$ cat config.mk
export PLATFORM = sky130hd
export DESIGN_NAME = tmrif_core
export DESIGN_NICKNAME = d
export VERILOG_FILES = /design/src/pkg/tmrif_pkg.sv /design/src/hw/tmrif_core.sv
export SDC_FILE = /design/constraint.sdc
export NUM_CORES = 1
export LEC_CHECK = 0
export ABC_AREA = 1
export CORE_UTILIZATION = 65
export CTS_CLUSTER_SIZE = 14
export DETAILED_ROUTE_END_ITERATION = 7
export DONT_BUFFER_PORTS = 1
export HOLD_SLACK_MARGIN = 0.02
export PLACE_DENSITY_LB_ADDON = 0.05
export SLEW_MARGIN = 20
export SYNTH_ARGS = -nofsm -noshare
export SYNTH_HDL_FRONTEND = slang
export SYNTH_SLANG_ARGS = --single-unit
$ cat constraint.sdc
create_clock -name sys_clk -period 3.4 [get_ports sys_clk]
set_input_delay 0.68 -clock sys_clk [delete_from_list [all_inputs] [get_ports sys_clk]]
set_output_delay 0.68 -clock sys_clk [all_outputs]
set_load 0.05 [all_outputs]
$ cat src/pkg/tmrif_pkg.sv
// Register map, field positions and mode encodings for the timer flag/counter block
package tmrif_pkg;
  // I/O register addresses (6-bit I/O space)
  localparam logic [5:0] TMRIF_ADDR_MASK   = 6'h26;
  localparam logic [5:0] TMRIF_ADDR_FLAGS  = 6'h25;
  localparam logic [5:0] TMRIF_ADDR_T0CMPA = 6'h20;
  localparam logic [5:0] TMRIF_ADDR_T0CMPB = 6'h21;
  localparam logic [5:0] TMRIF_ADDR_T1CTL  = 6'h22;
  localparam logic [5:0] TMRIF_ADDR_T1CNTL = 6'h23;
  localparam logic [5:0] TMRIF_ADDR_T1CNTH = 6'h24;
  localparam logic [5:0] TMRIF_ADDR_T1CMPA = 6'h1e;
  localparam logic [5:0] TMRIF_ADDR_T1CMPB = 6'h1f;
  localparam logic [5:0] TMRIF_ADDR_T0CNT  = 6'h1d;
  localparam logic [5:0] TMRIF_ADDR_T0MODE = 6'h1c;

  // Mask and flag bit positions (shared layout)
  localparam int TMRIF_B_T0_OVF  = 0;
  localparam int TMRIF_B_T0_CMPA = 1;
  localparam int TMRIF_B_T0_CMPB = 2;
  localparam int TMRIF_B_T1_OVF  = 3;
  localparam int TMRIF_B_T1_CMPA = 4;
  localparam int TMRIF_B_T1_CMPB = 5;
  localparam int TMRIF_B_RSVD    = 6;
  localparam int TMRIF_B_T1_CAPT = 7;
  localparam logic [7:0] TMRIF_RSVD_MASK = 8'hbf;

  // Timer1 control layout: [2:0] clock select, [3] match-clear, [4] 16-bit width
  localparam int TMRIF_T1_CS_LSB = 0;
  localparam int TMRIF_T1_MCLR   = 3;
  localparam int TMRIF_T1_WIDE   = 4;

  localparam logic [7:0]  TMRIF_BOTTOM  = 8'h00;
  localparam logic [7:0]  TMRIF_MAX     = 8'hff;
  localparam logic [15:0] TMRIF_MAX16   = 16'hffff;
  localparam logic [7:0]  TMRIF_RESET8  = 8'h00;
  localparam logic [2:0]  TMRIF_CS_STOP = 3'h0;

  // Timer0 waveform modes
  typedef enum logic [2:0] {
    TMRIF_WM_NORMAL  = 3'b000,
    TMRIF_WM_PC_FIX  = 3'b001,
    TMRIF_WM_CTC     = 3'b010,
    TMRIF_WM_FP_FIX  = 3'b011,
    TMRIF_WM_RSV4    = 3'b100,
    TMRIF_WM_PC_REG  = 3'b101,
    TMRIF_WM_RSV6    = 3'b110,
    TMRIF_WM_FP_REG  = 3'b111
  } tmrif_wmode_t;
endpackage : tmrif_pkg

$ cat src/hw/tmrif_core.sv
// Timer interrupt mask/flag registers and the 8/16-bit Timer1 counter unit
module tmrif_core
  import tmrif_pkg::*;
(
  // Clock and reset
  input  wire logic       sys_clk,
  input  wire logic       arst_n,
  // CPU I/O register bus
  input  wire logic [5:0] io_addr,
  input  wire logic       io_wr,
  input  wire logic       io_rd,
  input  wire logic [7:0] io_wdata,
  output logic      [7:0] io_rdata,
  // CPU interrupt side
  input  wire logic       global_irq_en,
  input  wire logic [7:0] vector_ack,
  output logic      [7:0] irq_req,
  // Timer0 side (count tick comes in, counter is kept here)
  input  wire logic       t0_tick,
  output logic            t0_wave_out_b,
  // Timer1 clock sources and capture event
  input  wire logic [2:0] t1_tick_sources,
  input  wire logic       t1_ext_pin,
  input  wire logic       t1_capture_evt
);

  // Register state
  logic [7:0] mask_r, flags_r, flags_nxt;
  logic [7:0] t0_cmpa_r, t0_cmpb_r, t0_cnt_r, t0_cnt_nxt;
  logic [2:0] t0_mode_r;
  logic       t0_down_r, t0_down_nxt;
  logic [7:0] t1_ctl_r, t1_cmpa_r, t1_cmpb_r;
  logic [7:0] t1_lo_r, t1_hi_r, t1_lo_nxt, t1_hi_nxt;
  logic [7:0] t1_tmp_r;
  logic       t1_blk_r;
  logic       wave_b_r;
  logic [2:0] ext_sync_r;
  logic       ext_prev_r;

  // Address decode
  wire wr_mask   = io_wr && (io_addr == TMRIF_ADDR_MASK);
  wire wr_flags  = io_wr && (io_addr == TMRIF_ADDR_FLAGS);
  wire wr_t0cmpa = io_wr && (io_addr == TMRIF_ADDR_T0CMPA);
  wire wr_t0cmpb = io_wr && (io_addr == TMRIF_ADDR_T0CMPB);
  wire wr_t0cnt  = io_wr && (io_addr == TMRIF_ADDR_T0CNT);
  wire wr_t0mode = io_wr && (io_addr == TMRIF_ADDR_T0MODE);
  wire wr_t1ctl  = io_wr && (io_addr == TMRIF_ADDR_T1CTL);
  wire wr_t1lo   = io_wr && (io_addr == TMRIF_ADDR_T1CNTL);
  wire wr_t1hi   = io_wr && (io_addr == TMRIF_ADDR_T1CNTH);
  wire wr_t1cmpa = io_wr && (io_addr == TMRIF_ADDR_T1CMPA);
  wire wr_t1cmpb = io_wr && (io_addr == TMRIF_ADDR_T1CMPB);
  wire rd_t1lo   = io_rd && (io_addr == TMRIF_ADDR_T1CNTL);

  // Timer0 compare and overflow
  tmrif_wmode_t t0_mode;
  assign t0_mode = tmrif_wmode_t'(t0_mode_r);
  wire t0_phase  = (t0_mode == TMRIF_WM_PC_FIX) || (t0_mode == TMRIF_WM_PC_REG);
  wire t0_regtop = (t0_mode == TMRIF_WM_PC_REG) || (t0_mode == TMRIF_WM_FP_REG)
                   || (t0_mode == TMRIF_WM_CTC);
  wire [7:0] t0_top = t0_regtop ? t0_cmpa_r : TMRIF_MAX;
  wire t0_at_top   = (t0_cnt_r == t0_top);
  wire t0_match_a  = t0_tick && (t0_cnt_r == t0_cmpa_r);
  wire t0_match_b  = t0_tick && (t0_cnt_r == t0_cmpb_r);
  wire t0_ovf_evt  = t0_tick && (t0_phase ? (t0_cnt_r == TMRIF_BOTTOM)
                   : (t0_mode == TMRIF_WM_FP_REG) ? t0_at_top
                   : (t0_cnt_r == TMRIF_MAX));

  always_comb begin
    t0_cnt_nxt  = t0_cnt_r;
    t0_down_nxt = t0_down_r;
    if (wr_t0cnt) begin
      t0_cnt_nxt = io_wdata;
    end else if (t0_tick) begin
      if (t0_phase) begin
        if (!t0_down_r && t0_at_top) begin
          t0_down_nxt = 1'b1;
          t0_cnt_nxt  = t0_cnt_r - 8'h01;
        end else if (t0_down_r && (t0_cnt_r == TMRIF_BOTTOM)) begin
          t0_down_nxt = 1'b0;
          t0_cnt_nxt  = t0_cnt_r + 8'h01;
        end else begin
          t0_cnt_nxt = t0_down_r ? t0_cnt_r - 8'h01 : t0_cnt_r + 8'h01;
        end
      end else begin
        t0_cnt_nxt = t0_at_top ? TMRIF_BOTTOM : t0_cnt_r + 8'h01;
      end
    end
  end

  // Timer1 clock selection, external pin through three-stage sampler
  wire [2:0] t1_cs    = t1_ctl_r[TMRIF_T1_CS_LSB +: 3];
  wire       t1_wide  = t1_ctl_r[TMRIF_T1_WIDE];
  wire       t1_mclr  = t1_ctl_r[TMRIF_T1_MCLR];
  wire       ext_lvl  = ext_sync_r[2];
  wire       ext_agree = (ext_sync_r[1] == ext_sync_r[2]);
  wire       ext_rise = ext_agree && ext_lvl && !ext_prev_r;
  wire       ext_fall = ext_agree && !ext_lvl && ext_prev_r;
  logic      t1_tick;
  always_comb begin
    case (t1_cs)
      3'h0:    t1_tick = 1'b0;
      3'h1:    t1_tick = 1'b1;
      3'h2:    t1_tick = t1_tick_sources[0];
      3'h3:    t1_tick = t1_tick_sources[1];
      3'h4:    t1_tick = t1_tick_sources[2];
      3'h6:    t1_tick = ext_fall;
      3'h7:    t1_tick = ext_rise;
      default: t1_tick = t1_tick_sources[2];
    endcase
  end

  // Timer1 counter unit
  wire [15:0] t1_cnt   = {t1_wide ? t1_hi_r : TMRIF_RESET8, t1_lo_r};
  wire [15:0] t1_cmp16 = {t1_cmpb_r, t1_cmpa_r};
  wire t1_top8   = t1_mclr ? (t1_lo_r == t1_cmpa_r) : (t1_lo_r == TMRIF_MAX);
  wire t1_wrap   = t1_wide ? (t1_cnt == TMRIF_MAX16) : t1_top8;
  wire [15:0] t1_inc = t1_cnt + 16'h0001;
  wire t1_go     = t1_tick && !wr_t1lo && !wr_t1hi;
  wire t1_ovf    = t1_go && (t1_wide ? (t1_cnt == TMRIF_MAX16)
                   : (t1_lo_r == TMRIF_MAX));
  wire t1_mt_a   = t1_tick && !t1_blk_r &&
                   (t1_wide ? (t1_cnt == t1_cmp16) : (t1_lo_r == t1_cmpa_r));
  wire t1_mt_b   = t1_tick && !t1_blk_r && !t1_wide && (t1_lo_r == t1_cmpb_r);

  always_comb begin
    t1_lo_nxt = t1_lo_r;
    t1_hi_nxt = t1_hi_r;
    if (wr_t1lo) begin
      t1_lo_nxt = io_wdata;
      if (t1_wide) t1_hi_nxt = t1_tmp_r;
    end else if (wr_t1hi) begin
      t1_hi_nxt = t1_hi_r; // High byte waits in the buffer until the low write
    end else if (t1_tick) begin
      if (t1_wrap) begin
        t1_lo_nxt = TMRIF_BOTTOM;
        t1_hi_nxt = TMRIF_BOTTOM;
      end else begin
        t1_lo_nxt = t1_inc[7:0];
        t1_hi_nxt = t1_wide ? t1_inc[15:8] : t1_hi_r;
      end
    end
  end

  // Flags: hardware set wins over any clear in the same cycle
  wire [7:0] set_vec = {t1_capture_evt, 1'b0, t1_mt_b, t1_mt_a, t1_ovf,
                        t0_match_b, t0_match_a, t0_ovf_evt};
  wire [7:0] clr_vec = (wr_flags ? io_wdata : 8'h00) | vector_ack;
  assign flags_nxt = ((flags_r & ~clr_vec) | set_vec) & TMRIF_RSVD_MASK;

  // Interrupt requests combine mask, flag and global enable
  wire [7:0] irq_nxt = (global_irq_en ? (mask_r & flags_r) : 8'h00)
                       & TMRIF_RSVD_MASK;

  // Compare B waveform: toggle on every compare B match, in all modes
  wire wave_b_nxt = t0_match_b ? ~wave_b_r : wave_b_r;

  // Read mux
  logic [7:0] rd_mux;
  always_comb begin
    case (io_addr)
      TMRIF_ADDR_MASK:   rd_mux = mask_r & TMRIF_RSVD_MASK;
      TMRIF_ADDR_FLAGS:  rd_mux = flags_r & TMRIF_RSVD_MASK;
      TMRIF_ADDR_T0CMPA: rd_mux = t0_cmpa_r;
      TMRIF_ADDR_T0CMPB: rd_mux = t0_cmpb_r;
      TMRIF_ADDR_T0CNT:  rd_mux = t0_cnt_r;
      TMRIF_ADDR_T0MODE: rd_mux = {5'h00, t0_mode_r};
      TMRIF_ADDR_T1CTL:  rd_mux = t1_ctl_r;
      TMRIF_ADDR_T1CNTL: rd_mux = t1_lo_r;
      TMRIF_ADDR_T1CNTH: rd_mux = t1_wide ? t1_tmp_r : TMRIF_RESET8;
      TMRIF_ADDR_T1CMPA: rd_mux = t1_cmpa_r;
      TMRIF_ADDR_T1CMPB: rd_mux = t1_cmpb_r;
      default:           rd_mux = TMRIF_RESET8;
    endcase
  end

  always_ff @(posedge sys_clk or negedge arst_n) begin
    if (!arst_n) begin
      mask_r     <= TMRIF_RESET8;
      flags_r    <= TMRIF_RESET8;
      t0_cmpa_r  <= TMRIF_RESET8;
      t0_cmpb_r  <= TMRIF_RESET8;
      t0_cnt_r   <= TMRIF_RESET8;
      t0_mode_r  <= TMRIF_WM_NORMAL;
      t0_down_r  <= 1'b0;
      wave_b_r   <= 1'b0;
      irq_req    <= TMRIF_RESET8;
      io_rdata   <= TMRIF_RESET8;
      t0_wave_out_b <= 1'b0;
    end else begin
      if (wr_mask) mask_r <= io_wdata & TMRIF_RSVD_MASK;
      flags_r    <= flags_nxt;
      if (wr_t0cmpa) t0_cmpa_r <= io_wdata;
      if (wr_t0cmpb) t0_cmpb_r <= io_wdata;
      if (wr_t0mode) t0_mode_r <= io_wdata[2:0];
      t0_cnt_r   <= t0_cnt_nxt;
      t0_down_r  <= t0_down_nxt;
      wave_b_r   <= wave_b_nxt;
      t0_wave_out_b <= wave_b_nxt;
      irq_req    <= irq_nxt;
      io_rdata   <= rd_mux;
    end
  end

  always_ff @(posedge sys_clk or negedge arst_n) begin
    if (!arst_n) begin
      t1_ctl_r   <= TMRIF_RESET8;
      t1_cmpa_r  <= TMRIF_RESET8;
      t1_cmpb_r  <= TMRIF_RESET8;
      t1_lo_r    <= TMRIF_RESET8;
      t1_hi_r    <= TMRIF_RESET8;
      t1_tmp_r   <= TMRIF_RESET8;
      t1_blk_r   <= 1'b0;
      ext_sync_r <= 3'h0;
      ext_prev_r <= 1'b0;
    end else begin
      if (wr_t1ctl)  t1_ctl_r  <= io_wdata;
      if (wr_t1cmpa) t1_cmpa_r <= io_wdata;
      if (wr_t1cmpb) t1_cmpb_r <= io_wdata;
      t1_lo_r    <= t1_lo_nxt;
      t1_hi_r    <= t1_hi_nxt;
      // Temp buffer: filled by high write or snapshot on low read
      if (wr_t1hi)       t1_tmp_r <= io_wdata;
      else if (rd_t1lo)  t1_tmp_r <= t1_hi_r;
      // Count write masks compare matches until the next tick
      if (wr_t1lo || wr_t1hi) t1_blk_r <= 1'b1;
      else if (t1_tick)       t1_blk_r <= 1'b0;
      ext_sync_r <= {ext_sync_r[1:0], t1_ext_pin};
      if (ext_agree) ext_prev_r <= ext_lvl;
    end
  end

  // Assertions
  reset_mask_a: assert property (@(posedge sys_clk) $rose(arst_n) |-> mask_r == 8'h00)
    else $error("mask not zero after reset");
  rsvd_read_a: assert property (@(posedge sys_clk) disable iff (!arst_n)
    io_rd && (io_addr == TMRIF_ADDR_MASK || io_addr == TMRIF_ADDR_FLAGS)
    |=> !io_rdata[TMRIF_B_RSVD])
    else $error("reserved bit read nonzero");
  irq_cmpb_a: assert property (@(posedge sys_clk) disable iff (!arst_n)
    irq_req[TMRIF_B_T0_CMPB] |-> $past(global_irq_en && mask_r[TMRIF_B_T0_CMPB]
    && flags_r[TMRIF_B_T0_CMPB]))
    else $error("compare B request without cause");
  irq_cmpa_a: assert property (@(posedge sys_clk) disable iff (!arst_n)
    $past(global_irq_en && mask_r[TMRIF_B_T0_CMPA] && flags_r[TMRIF_B_T0_CMPA])
    |-> irq_req[TMRIF_B_T0_CMPA])
    else $error("compare A request missing");
  irq_ovf_a: assert property (@(posedge sys_clk) disable iff (!arst_n)
    !global_irq_en ##1 1'b1 |-> !irq_req[TMRIF_B_T0_OVF])
    else $error("overflow request while globally disabled");
  flag_setwin_a: assert property (@(posedge sys_clk) disable iff (!arst_n)
    t0_match_b |=> flags_r[TMRIF_B_T0_CMPB])
    else $error("compare B flag not set");
  flag_clr_a: assert property (@(posedge sys_clk) disable iff (!arst_n)
    vector_ack[TMRIF_B_T0_CMPA] && !t0_match_a |=> !flags_r[TMRIF_B_T0_CMPA])
    else $error("compare A flag not cleared");
  t1_stop_a: assert property (@(posedge sys_clk) disable iff (!arst_n)
    t1_cs == TMRIF_CS_STOP && !wr_t1lo && !wr_t1hi |=> $stable(t1_lo_r))
    else $error("timer1 counted while stopped");
  t1_wrprio_a: assert property (@(posedge sys_clk) disable iff (!arst_n)
    wr_t1lo |=> t1_lo_r == $past(io_wdata))
    else $error("count write lost");
  t1_ovf_a: assert property (@(posedge sys_clk) disable iff (!arst_n)
    t1_ovf && !t1_wide |=> t1_lo_r == 8'h00 && flags_r[TMRIF_B_T1_OVF])
    else $error("timer1 overflow flag timing");

  // Timer0 waveform output and overflow flag
  wave_toggle_a: assert property (@(posedge sys_clk) disable iff (!arst_n)
    t0_match_b |=> t0_wave_out_b != $past(t0_wave_out_b))
    else $error("compare B output did not toggle");
  ovf_setwin_a: assert property (@(posedge sys_clk) disable iff (!arst_n)
    t0_ovf_evt |=> flags_r[TMRIF_B_T0_OVF])
    else $error("overflow flag not set");
  ovf_wrclr_a: assert property (@(posedge sys_clk) disable iff (!arst_n)
    wr_flags && io_wdata[TMRIF_B_T0_OVF] && !t0_ovf_evt |=> !flags_r[TMRIF_B_T0_OVF])
    else $error("overflow flag not cleared by write");
  phase_ovf_a: assert property (@(posedge sys_clk) disable iff (!arst_n)
    t0_tick && t0_phase && (t0_cnt_r == TMRIF_BOTTOM) |=> flags_r[TMRIF_B_T0_OVF])
    else $error("phase correct overflow missed at bottom");

  // Register bus, interrupt gating and capture flag
  mask_wr_a: assert property (@(posedge sys_clk) disable iff (!arst_n)
    wr_mask |=> mask_r == ($past(io_wdata) & TMRIF_RSVD_MASK))
    else $error("mask write not stored");
  glob_off_a: assert property (@(posedge sys_clk) disable iff (!arst_n)
    !global_irq_en |=> irq_req == TMRIF_RESET8)
    else $error("request while globally disabled");
  capt_flag_a: assert property (@(posedge sys_clk) disable iff (!arst_n)
    t1_capture_evt |=> flags_r[TMRIF_B_T1_CAPT])
    else $error("capture flag not set");

  // Timer1 clock selection
  stop_tick_a: assert property (@(posedge sys_clk) disable iff (!arst_n)
    t1_cs == TMRIF_CS_STOP |-> !t1_tick)
    else $error("tick while clock stopped");
  ext_once_a: assert property (@(posedge sys_clk) disable iff (!arst_n)
    ext_rise |=> !ext_rise)
    else $error("pin edge counted twice");

  // Timer1 counter and compare units
  wide_cmpb_a: assert property (@(posedge sys_clk) disable iff (!arst_n)
    t1_wide |-> !t1_mt_b)
    else $error("second compare unit active in wide mode");
  wrap16_a: assert property (@(posedge sys_clk) disable iff (!arst_n)
    t1_go && t1_wide && (t1_cnt == TMRIF_MAX16) |=> t1_lo_r == TMRIF_BOTTOM && t1_hi_r == TMRIF_BOTTOM)
    else $error("wide counter did not wrap");
  cnt_read_a: assert property (@(posedge sys_clk) disable iff (!arst_n)
    io_rd && (io_addr == TMRIF_ADDR_T1CNTL) |=> io_rdata == $past(t1_lo_r))
    else $error("count read wrong");

  // Wide access through the temporary byte
  hi_load_a: assert property (@(posedge sys_clk) disable iff (!arst_n)
    wr_t1lo && t1_wide |=> t1_hi_r == $past(t1_tmp_r))
    else $error("high byte not loaded from buffer");
  hi_snap_a: assert property (@(posedge sys_clk) disable iff (!arst_n)
    rd_t1lo && !wr_t1hi |=> t1_tmp_r == $past(t1_hi_r))
    else $error("high byte not snapshotted");

endmodule : tmrif_core

==> results of run 1 <==
## sequential cells by signal (all words and copies together) (netlist names), 8 cells and up
register,flops
io_rdata,8
t0_cmpa_r,8
t0_cmpb_r,8
t0_cnt_r,8
t1_cmpa_r,8
t1_cmpb_r,8
t1_ctl_r,8
t1_hi_r,8
t1_lo_r,8
t1_tmp_r,8
## through the flow
| stage | util, % | worst slack [ps] | instances | hold WS [ps] | power (mW) |
|---|---|---|---|---|---|
| final | 70.0 | 814 | 1022 | 226 | 3.98 |
| after floorplan | - | 1520 | 893 | 331 | 2.77 |
| after detailed placement | 67.7 | 504 | 1005 | 338 | 3.08 |
| after global placement | 67.7 | 612 | 1005 | 347 | 3.03 |
| after global routing | 70.0 | 680 | 1021 | 262 | 4.19 |
| after CTS | 70.0 | 933 | 1021 | 242 | 3.93 |
## power groups by stage
stage,registers (mW),clock network [mW],logic [mW]
final,1.95,0.820,1.21
after global routing,1.97,0.874,1.35
after floorplan,1.79,0,0.977
after CTS,1.93,0.830,1.17
after detailed placement,1.95,0,1.13
after global placement,1.95,0,1.09
## repair_timing
item | 4_1_cts | 5_1_grt
hold buffers | 1 | 0
endpoints found under the hold margin | 111 | 0
resized for setup | 0 | 0
## logic make-up after synthesis
group | after synthesis | synth area share [%]
compound gates | 177 | 16.4
flops | 111 | 42.1
buf+inv | 147 | 8.88
simple gates | 429 | 28.4
other cells | 1 | 0.0569
xor+xnor | 22 | 2.92
fa+ha+maj | 6 | 1.14
## synth_stat cells (all sizes together)
library cell	number	share of area [%]
nand2	259	15
inv	124	7.1
dfrtp	111	42
o21ai	94	7.2
nor2	69	4.6
nand3	52	4.3
nor3	23	1.8
a221oi	19	2.5
o22ai	19	1.8
a21oi	18	1.7
xor2	16	2.1
nand4	15	1.4
buf	11	1.1
clkbuf	11	0.65
a22oi	8	0.91
ha	6	1.1
nand3b	6	0.68
xnor2	6	0.80
o31ai	5	0.57
o221ai	4	0.53
a211oi	2	0.23
and2	2	0.19
o2111ai	2	0.27
o211ai	2	0.23
a21boi	1	0.11
a31oi	1	0.095
and3	1	0.095
clkinv	1	0.057
conb	1	0.057
nor3b	1	0.11
o2111a	1	0.17
o32ai	1	0.13
or2	1	0.095
## worst paths after layout
check                                endpoint  slack, ps
max in group asynchronous         t1_tmp_r[0]       2760
worst max register to register     t1_hi_r[4]        870
worst max-delay path               t1_hi_r[4]        810
min in group sys_clk            ext_sync_r[0]        300
worst min-delay path              t0_cnt_r[3]        230
worst min register to register  ext_sync_r[1]        370
## cell type report
| cell class | count | area [um2] |
|---|---|---|
| multi-input combinational | 635 | 3230 |
| fill | 840 | 2940 |
| sequential | 111 | 2780 |
| inverter | 125 | 472 |
| tap | 133 | 166 |
| clock buffer | 10 | 128 |
| clock inverter | 5 | 66.3 |
| timing repair buffer | 2 | 35.0 |
| antenna | 1 | 2.50 |
## metal layers
layer / up-vias / GRT usage (%)
met5: - / 0
met2: 421 / 65.9
met1: 3008 / 51.3
met4: 0 / 20.5
li1: 2922 / -
met3: 89 / 10.4
## worst reg2reg max path: cells and delay by family, from the launching register on
kind	cells	cell delay, ps
AOI/OAI and AO/OA	1	510
adders and majority gates	1	220
buffers and inverters	1	160
DFF	1	540
and+or+nand+nor	9	1010
==> impl.org, run 1 <==
** Power
- Switching Fraction :: 41.7%
- Portion of total power attributed to sequential cells :: 49.0%
- IR analysis of the VDD net gives a maximum drop of around 0.00033 V.
- Logic pwr share :: 30.3%
- In this run the power density over the cells is 578 nW/um2.
- For this design the static power due to leakage is ~3.3 nW.
- Summed over all nets, the switching power comes to between 1.5 and 2 mW.
- The internal portion of the total power is ~2.3 mW.
- Relative contribution of the clock network to total power :: roughly a fifth

** Critical path
- For this design, the slowest cell found on the critical path is sky130_fd_sc_hd__a21oi_2.
- Start-to-end type of the worst setup path :: in -> reg
- Stages on the worst setup path :: 11
- For the worst flop-to-flop path, the logic depth is 12.
- In this design, the critical path's most frequently occurring cell is sky130_fd_sc_hd__nand2_1.
- STA classifies the critical path endpoint as a register.
- Largest stage delay on the critical path :: roughly 500 ps
- Traced cell by cell, the critical path runs through inv_1 > nor2_2 > nand3_1 > nor2_1 > nand2_1 > inv_2 > a21oi_4 > a21oi_2 > inv_2 > nand2_1 > nand2_1.
- The worst setup path is launched from an input port.
- For the worst setup path, the data arrival time is between 2000 and 3000 ps.
- Gate family responsible for the most delay along the worst path :: simple AND/OR/NAND/NOR gates
- Together, buffers and inverters on the worst path number 3.
- Data on the critical path is required at its endpoint by 3690 ps.
- Critical Path Start :: io_addr[5]
- Maximum fanout encountered on the critical timing path :: 16
- FF-to-FF Start :: t1_lo_r[0]

** Clock network
- Number of buffers created by CTS :: 9
- The root buffer cell chosen for the clock tree is sky130_fd_sc_hd__clkbuf_8.
- Register clock-pin slew on the reported worst setup and hold paths :: between 100 and 150 ps
- The clock drives 111 sinks.
- At the later pin of the worst-skew pair, clock insertion delay measures about 400 ps.
- In this run the number of H-tree levels came out at 3.
- # Post-CTS Setup Buffers :: 0
- Clock tree from TritonCTS :: yes
- Maximum number of buffers from clock root to sink :: 2

** Route
- After detailed routing, the wire length on met1 is between 7000 and 8000 um.
- Routed via count divided by cell count :: around 6.3
- In the routed design, unresolved DRC markers number 0.
- Dividing the detail-routed wire length by the instance count gives 19.8 um.
- After detailed routing, the total wire length is 20,200 um.
- Detailed-routing iteration count for the pre-antenna-repair pass :: 6
- Metal2 WL :: around 9500 um
- The count of nets left with antenna violations once routing finished came out at 0.
- Routed met3 length :: between 2000 and 2500 um
- Via total after detailed routing :: between 6,000 and 7,000
- Signal routing reaches up to met4.
- Number of DRC markers after the initial detailed-route iteration :: 662

** Finish
- The library cells used most frequently in the layout, excluding fill and tap cells, are sky130_fd_sc_hd__nand2_1 (253), sky130_fd_sc_hd__inv_1 (113), sky130_fd_sc_hd__dfrtp_1 (111).
- Post-route design area :: approximately 6900 um2
- Post-layout nets :: 923
- The post-route netlist has just under 6% of its cells at a drive strength greater than 1.
- Compared with the post-synthesis result, the final layout area differs by 4.31%.
- Leaving out fill and tap cells, the most frequent cell in the layout is sky130_fd_sc_hd__nand2_1.

** Yosys
- When the netlist entered floorplanning its net count stood at just over 900.
- In the synthesized netlist, the number of instances is between 800 and 900.
- After synthesis, flip-flops and latches occupy roughly 42% of the total area.
- After synthesis, the netlist uses 49 different library cells.
- Post-synthesis instance area :: roughly 6600 um2
- Average cell area after synthesis :: approximately 7.4 um2
- Synthesis warning total :: 0
- The synthesized design contains around 110 register bits.

** GRT
- Gr usage total :: 41.0%
- For this run the aggregate overflow at the end of global routing stands at 0.
- The initial antenna violation count is 1.
- Global-route wire length before repair :: around 32,000 um
- Entering global routing, the biggest net connects between 100 and 150 pins.
- Vias in the first global route :: 5,961

** Timing
- The routed design could run at a clock period as short as between 2000 and 3000 ps.
- Final Hold Viols :: 0
- Setup violations remaining at the end of the flow were counted as 0.
- RSZ-0062 raised after global routing :: no
- The clock arrives with 7.94 ps of skew.
- At the pin with the least slew margin, the transition time is 727 ps.
- Highest Clock Rate :: ~0.39 GHz
- Worst relative slew slack :: 51.3%
- Post-route setup TNS :: 0 ps
- The number of max-slew violations in the final report is 0.
- The worst path uses about 76% of the clock period.

** Floorplanning
- The floorplan step set the die height to between 100 and 150 um.
- During I/O placement, the number of pins put on the boundary was 50.
- Cell row count :: 36
- For this configuration, the core starts out at a cell density of 67.1%.
- Placeable core area :: between 9000 and 10,000 um2
- Measured along the x axis, the die boundary spans ~100 um.
- The floorplan step defined a die boundary enclosing 10,500 um2.

** Place
- Weighted congestion at the end of routability-driven global placement :: ~1
- Input/output buffers :: 0
- Detailed placement finished with a half-perimeter wire length of ~15,000 um.
- Cell area after placement :: roughly 6700 um2

** Run
- Max_cap viols :: 0

** Status
- Status :: finished clean

** Hold path
- The min-delay analysis places its worst path in the category in -> async.
Note: power is estimated with default switching activity, not from simulation.
==> run 2: changes to the inputs <==
- CORE_UTILIZATION: 65 -> 58
- clock period: 3.4 -> 2.1 ns (I/O delays scaled with it)
==> run 2 against run 1 <==
Net effect:
- the flow now finishes with violations (negative hold slack)
- wire length increased by 6.0%
- first-iteration DRC count rose by 41%
- hold slack got worse by 480 ps
- cell area grew 5.5%
- die area is 12% higher
- clock-buffer cell count increased by 1
- cell count increased by 4.0%
- clock power rose by 120%
- highest routed layer unchanged
==> impl.org, run 2 (same netlist as run 1, synthesis figures left out) <==
** Power
- Power density cells :: 974 nW/um2 (+68%)
- The reported leakage power came to 3.56 nW (+6.4%).
- Worst-case vdd ir drop :: 0.000799 V (+140%)

** Route
- The detailed-routing iteration count for the pre-antenna-repair pass is 6 (unchanged).
- The initial DRC count is 935 (+41%).
- The ratio of routed vias to standard cells was 6.10 (-3.2%).
- Average wire per standard cell :: 20.1 um (+2.0%)
- Via total after detailed routing :: 6,486 (+0.71%)
- The routed wire length was 21,400 um (+6.0%).
- The post-route antenna net violation count is 0 (unchanged).
- Remaining design rule violation count :: 0 (unchanged)

** Timing
- The worst clock skew on the final layout is 6.52 ps (-1.42 ps).
- The post-route worst setup slack was 129 ps (-685 ps).
- Worst-case hold slack :: -252 ps (-478 ps)
- Minimum clock period after layout :: approximately 2000 ps
- Final Hold Viols :: 111 (+111)
- The number of max-slew violations in the final report was 0 (unchanged).
- Highest Clock Rate :: around 0.51 GHz
- Final worst-path cycle share :: a little over nine tenths
- Number of endpoints failing setup at the final stage :: 0 (unchanged)
- Worst relative slew slack :: 64.8% (+14 points)
- The actual transition at the worst max-transition pin is 527 ps (-200 ps).

** Critical path
- The most critical setup path has its startpoint at t1_lo_r[1].
- Crit path launch type :: register
- The required time at the worst-slack endpoint came to 2360 ps (-1330 ps).
- The number of cells on the worst reg-to-reg path was 12 (unchanged).
- The endpoint identified for the worst register-to-register timing path is t1_hi_r[5].
- The register-to-register setup slack came to 130 ps (-740 ps).
- Following the worst setup path forward leads to its endpoint at t1_hi_r[5].
- The worst path arrival time is 2230 ps (-650 ps).
- FF-to-FF Start :: t1_lo_r[1]
- Maximum fanout encountered on the critical timing path :: 5 (-11)
- The worst setup path is of the reg -> reg kind.
- Critical Path Sink Type :: register

** Floorplanning
- Area of the die :: 11,800 um2 (+12%)
- The die span in y is 109 um (+5.7%).
- The die outline width is 109 um (+5.7%).
- The total number of placement rows is 38 (+5.6%).
- The starting utilization of the core area is 60.3% (-6.9 points).
- The I/O pin count is 50 (unchanged).
- Placeable core area :: 10,900 um2 (+11%)

** Status
- The flow ran to the end, but the final reports show violations.
- The final reports fail on negative hold slack.

** Run
- Max_cap viols :: 0 (unchanged)

** Clock network
- Depth of the CTS H-tree :: 3 (unchanged)
- Clk Latency, worst-skew pair :: 360 ps (-40 ps)
- TritonCTS built the clock tree.
- Number of buffers created by CTS :: 9 (unchanged)
- The root buffer cell chosen for the clock tree is sky130_fd_sc_hd__clkbuf_16.
- Maximum number of buffers from clock root to sink :: 2 (unchanged)
- The clock transition at the register clock pins on the worst setup and hold paths after CTS came to 80 ps (-30 ps).
- Clock net sink count :: 111 (unchanged)

** Finish
- Post-layout nets :: 957 (+3.7%)
- Share of layout cells above drive strength 1 :: 10.2% (+4.3 points)
- Leaving out fill and tap cells, the most frequent cell in the layout is sky130_fd_sc_hd__nand2_1.
- Antenna Diode Count :: 0 (-1)
- In the layout the commonest cells are sky130_fd_sc_hd__nand2_1 (252), sky130_fd_sc_hd__inv_1 (113), sky130_fd_sc_hd__dfrtp_1 (107).
- From synthesis to final layout, the design area changed by 10.0%.

** GRT
- Vias in the first global route :: 5,951 (-0.17%)
- The total global routing track utilization was 38.1% (-2.9 points).
- The maximum number of pins on one net before global-route repair was 112 (unchanged).
- The initial antenna violation count is 0 (-1).
- Global-route congestion overflow total :: 0 (unchanged)
- Global-route wire length before repair :: 32,900 um (+4.2%)

** Place
- Post-placement worst setup slack :: 55.9 ps (-448 ps)
- The final weighted congestion in routability-driven placement is 1.01 (+3.3%).
- The count of buffers inserted at the top-level ports came to 0 (unchanged).
- Placed wire-length estimate after detailed placement :: 16,200 um (+10%)

** Hold path
- The min-delay analysis places its worst path in the category in -> async.
## run 2: cell types whose count changed in the layout (fill, tap and decap cells not counted), sizes merged
cell      change
buf          +34
clkbuf        +1
clkinvlp      -1
diode         -1
inv           +1
## run 2: power by group
| group | switching (mW) | internal, mW | leakage (nW) |
|---|---|---|---|
| Sequential | 0.582 | 2.51 | 1.44 |
| Clock | 0.830 | 0.971 | 0.151 |
| Combinational | 1.34 | 0.824 | 1.97 |
| Total | 2.75 | 4.31 | 3.56 |
## run 2: timing repair
action | CTS | global route
gates resized for setup | 0 | 7
buffers inserted | 0 | 5
endpoints found under the setup margin | 0 | 16
hold endpoints to repair | 111 | 111
## run 2: final cells by class
type / count / area (um2)
inverters: 125 / 472
repair buffers: 36 / 283
multi-input cells: 635 / 3240
well taps: 140 / 175
fillers: 982 / 3680
flip-flops and latches: 111 / 2780
clock inverters: 5 / 61.3
clock buffers: 11 / 243
## run 2: stage by stage
stage	total power, mW	instances	TNS, ps	area (um2)	util [%]
after floorplan	4.48	893	0	6590	-
after global placement	5.06	1042	0	6890	63.0
after detailed placement	5.15	1042	0	6890	63.0
after CTS	6.94	1058	0	7190	65.8
after global routing	7.45	1063	-3.68	7250	66.3
final	7.06	1063	0	7250	66.3
## run 2: worst min path at each step
| stage | start | endpoint | slack [ps] | depth (start not counted) |
|---|---|---|---|---|
| final | arst_n | mask_r[1] | -250 | 0 |
| after global placement | arst_n | mask_r[7] | 130 | 0 |
| after detailed placement | arst_n | mask_r[0] | 130 | 0 |
| after CTS | arst_n | t1_hi_r[5] | -260 | 0 |
| after global routing | arst_n | mask_r[0] | -260 | 0 |
| after floorplan | arst_n | ext_prev_r | 120 | 0 |
## run 2: per-layer routing
| metal | vias to the layer above | wire, um | track usage, % |
|---|---|---|---|
| met2 | 396 | 9360 | 56.3 |
| met3 | 33 | 2350 | 9.50 |
| met4 | 0 | 467 | 11.8 |
| li1 | 2986 | - | - |
| met5 | - | 0 | 0 |
| met1 | 3071 | 9220 | 54.8 |
## run 2: critical path: stages, from the launching register on
cell and delay [ps]:
sky130_fd_sc_hd__dfrtp_1 380, sky130_fd_sc_hd__ha_1 190, sky130_fd_sc_hd__nand2_1 120, sky130_fd_sc_hd__nor2_4 120
sky130_fd_sc_hd__nand3_2 110, sky130_fd_sc_hd__nor2_4 200, sky130_fd_sc_hd__nand4_1 130, sky130_fd_sc_hd__nand2_1 180
sky130_fd_sc_hd__nand2_2 130, sky130_fd_sc_hd__nand3b_1 110, sky130_fd_sc_hd__nand2_1 80, sky130_fd_sc_hd__nand2_1 70
sky130_fd_sc_hd__nand2_1 40
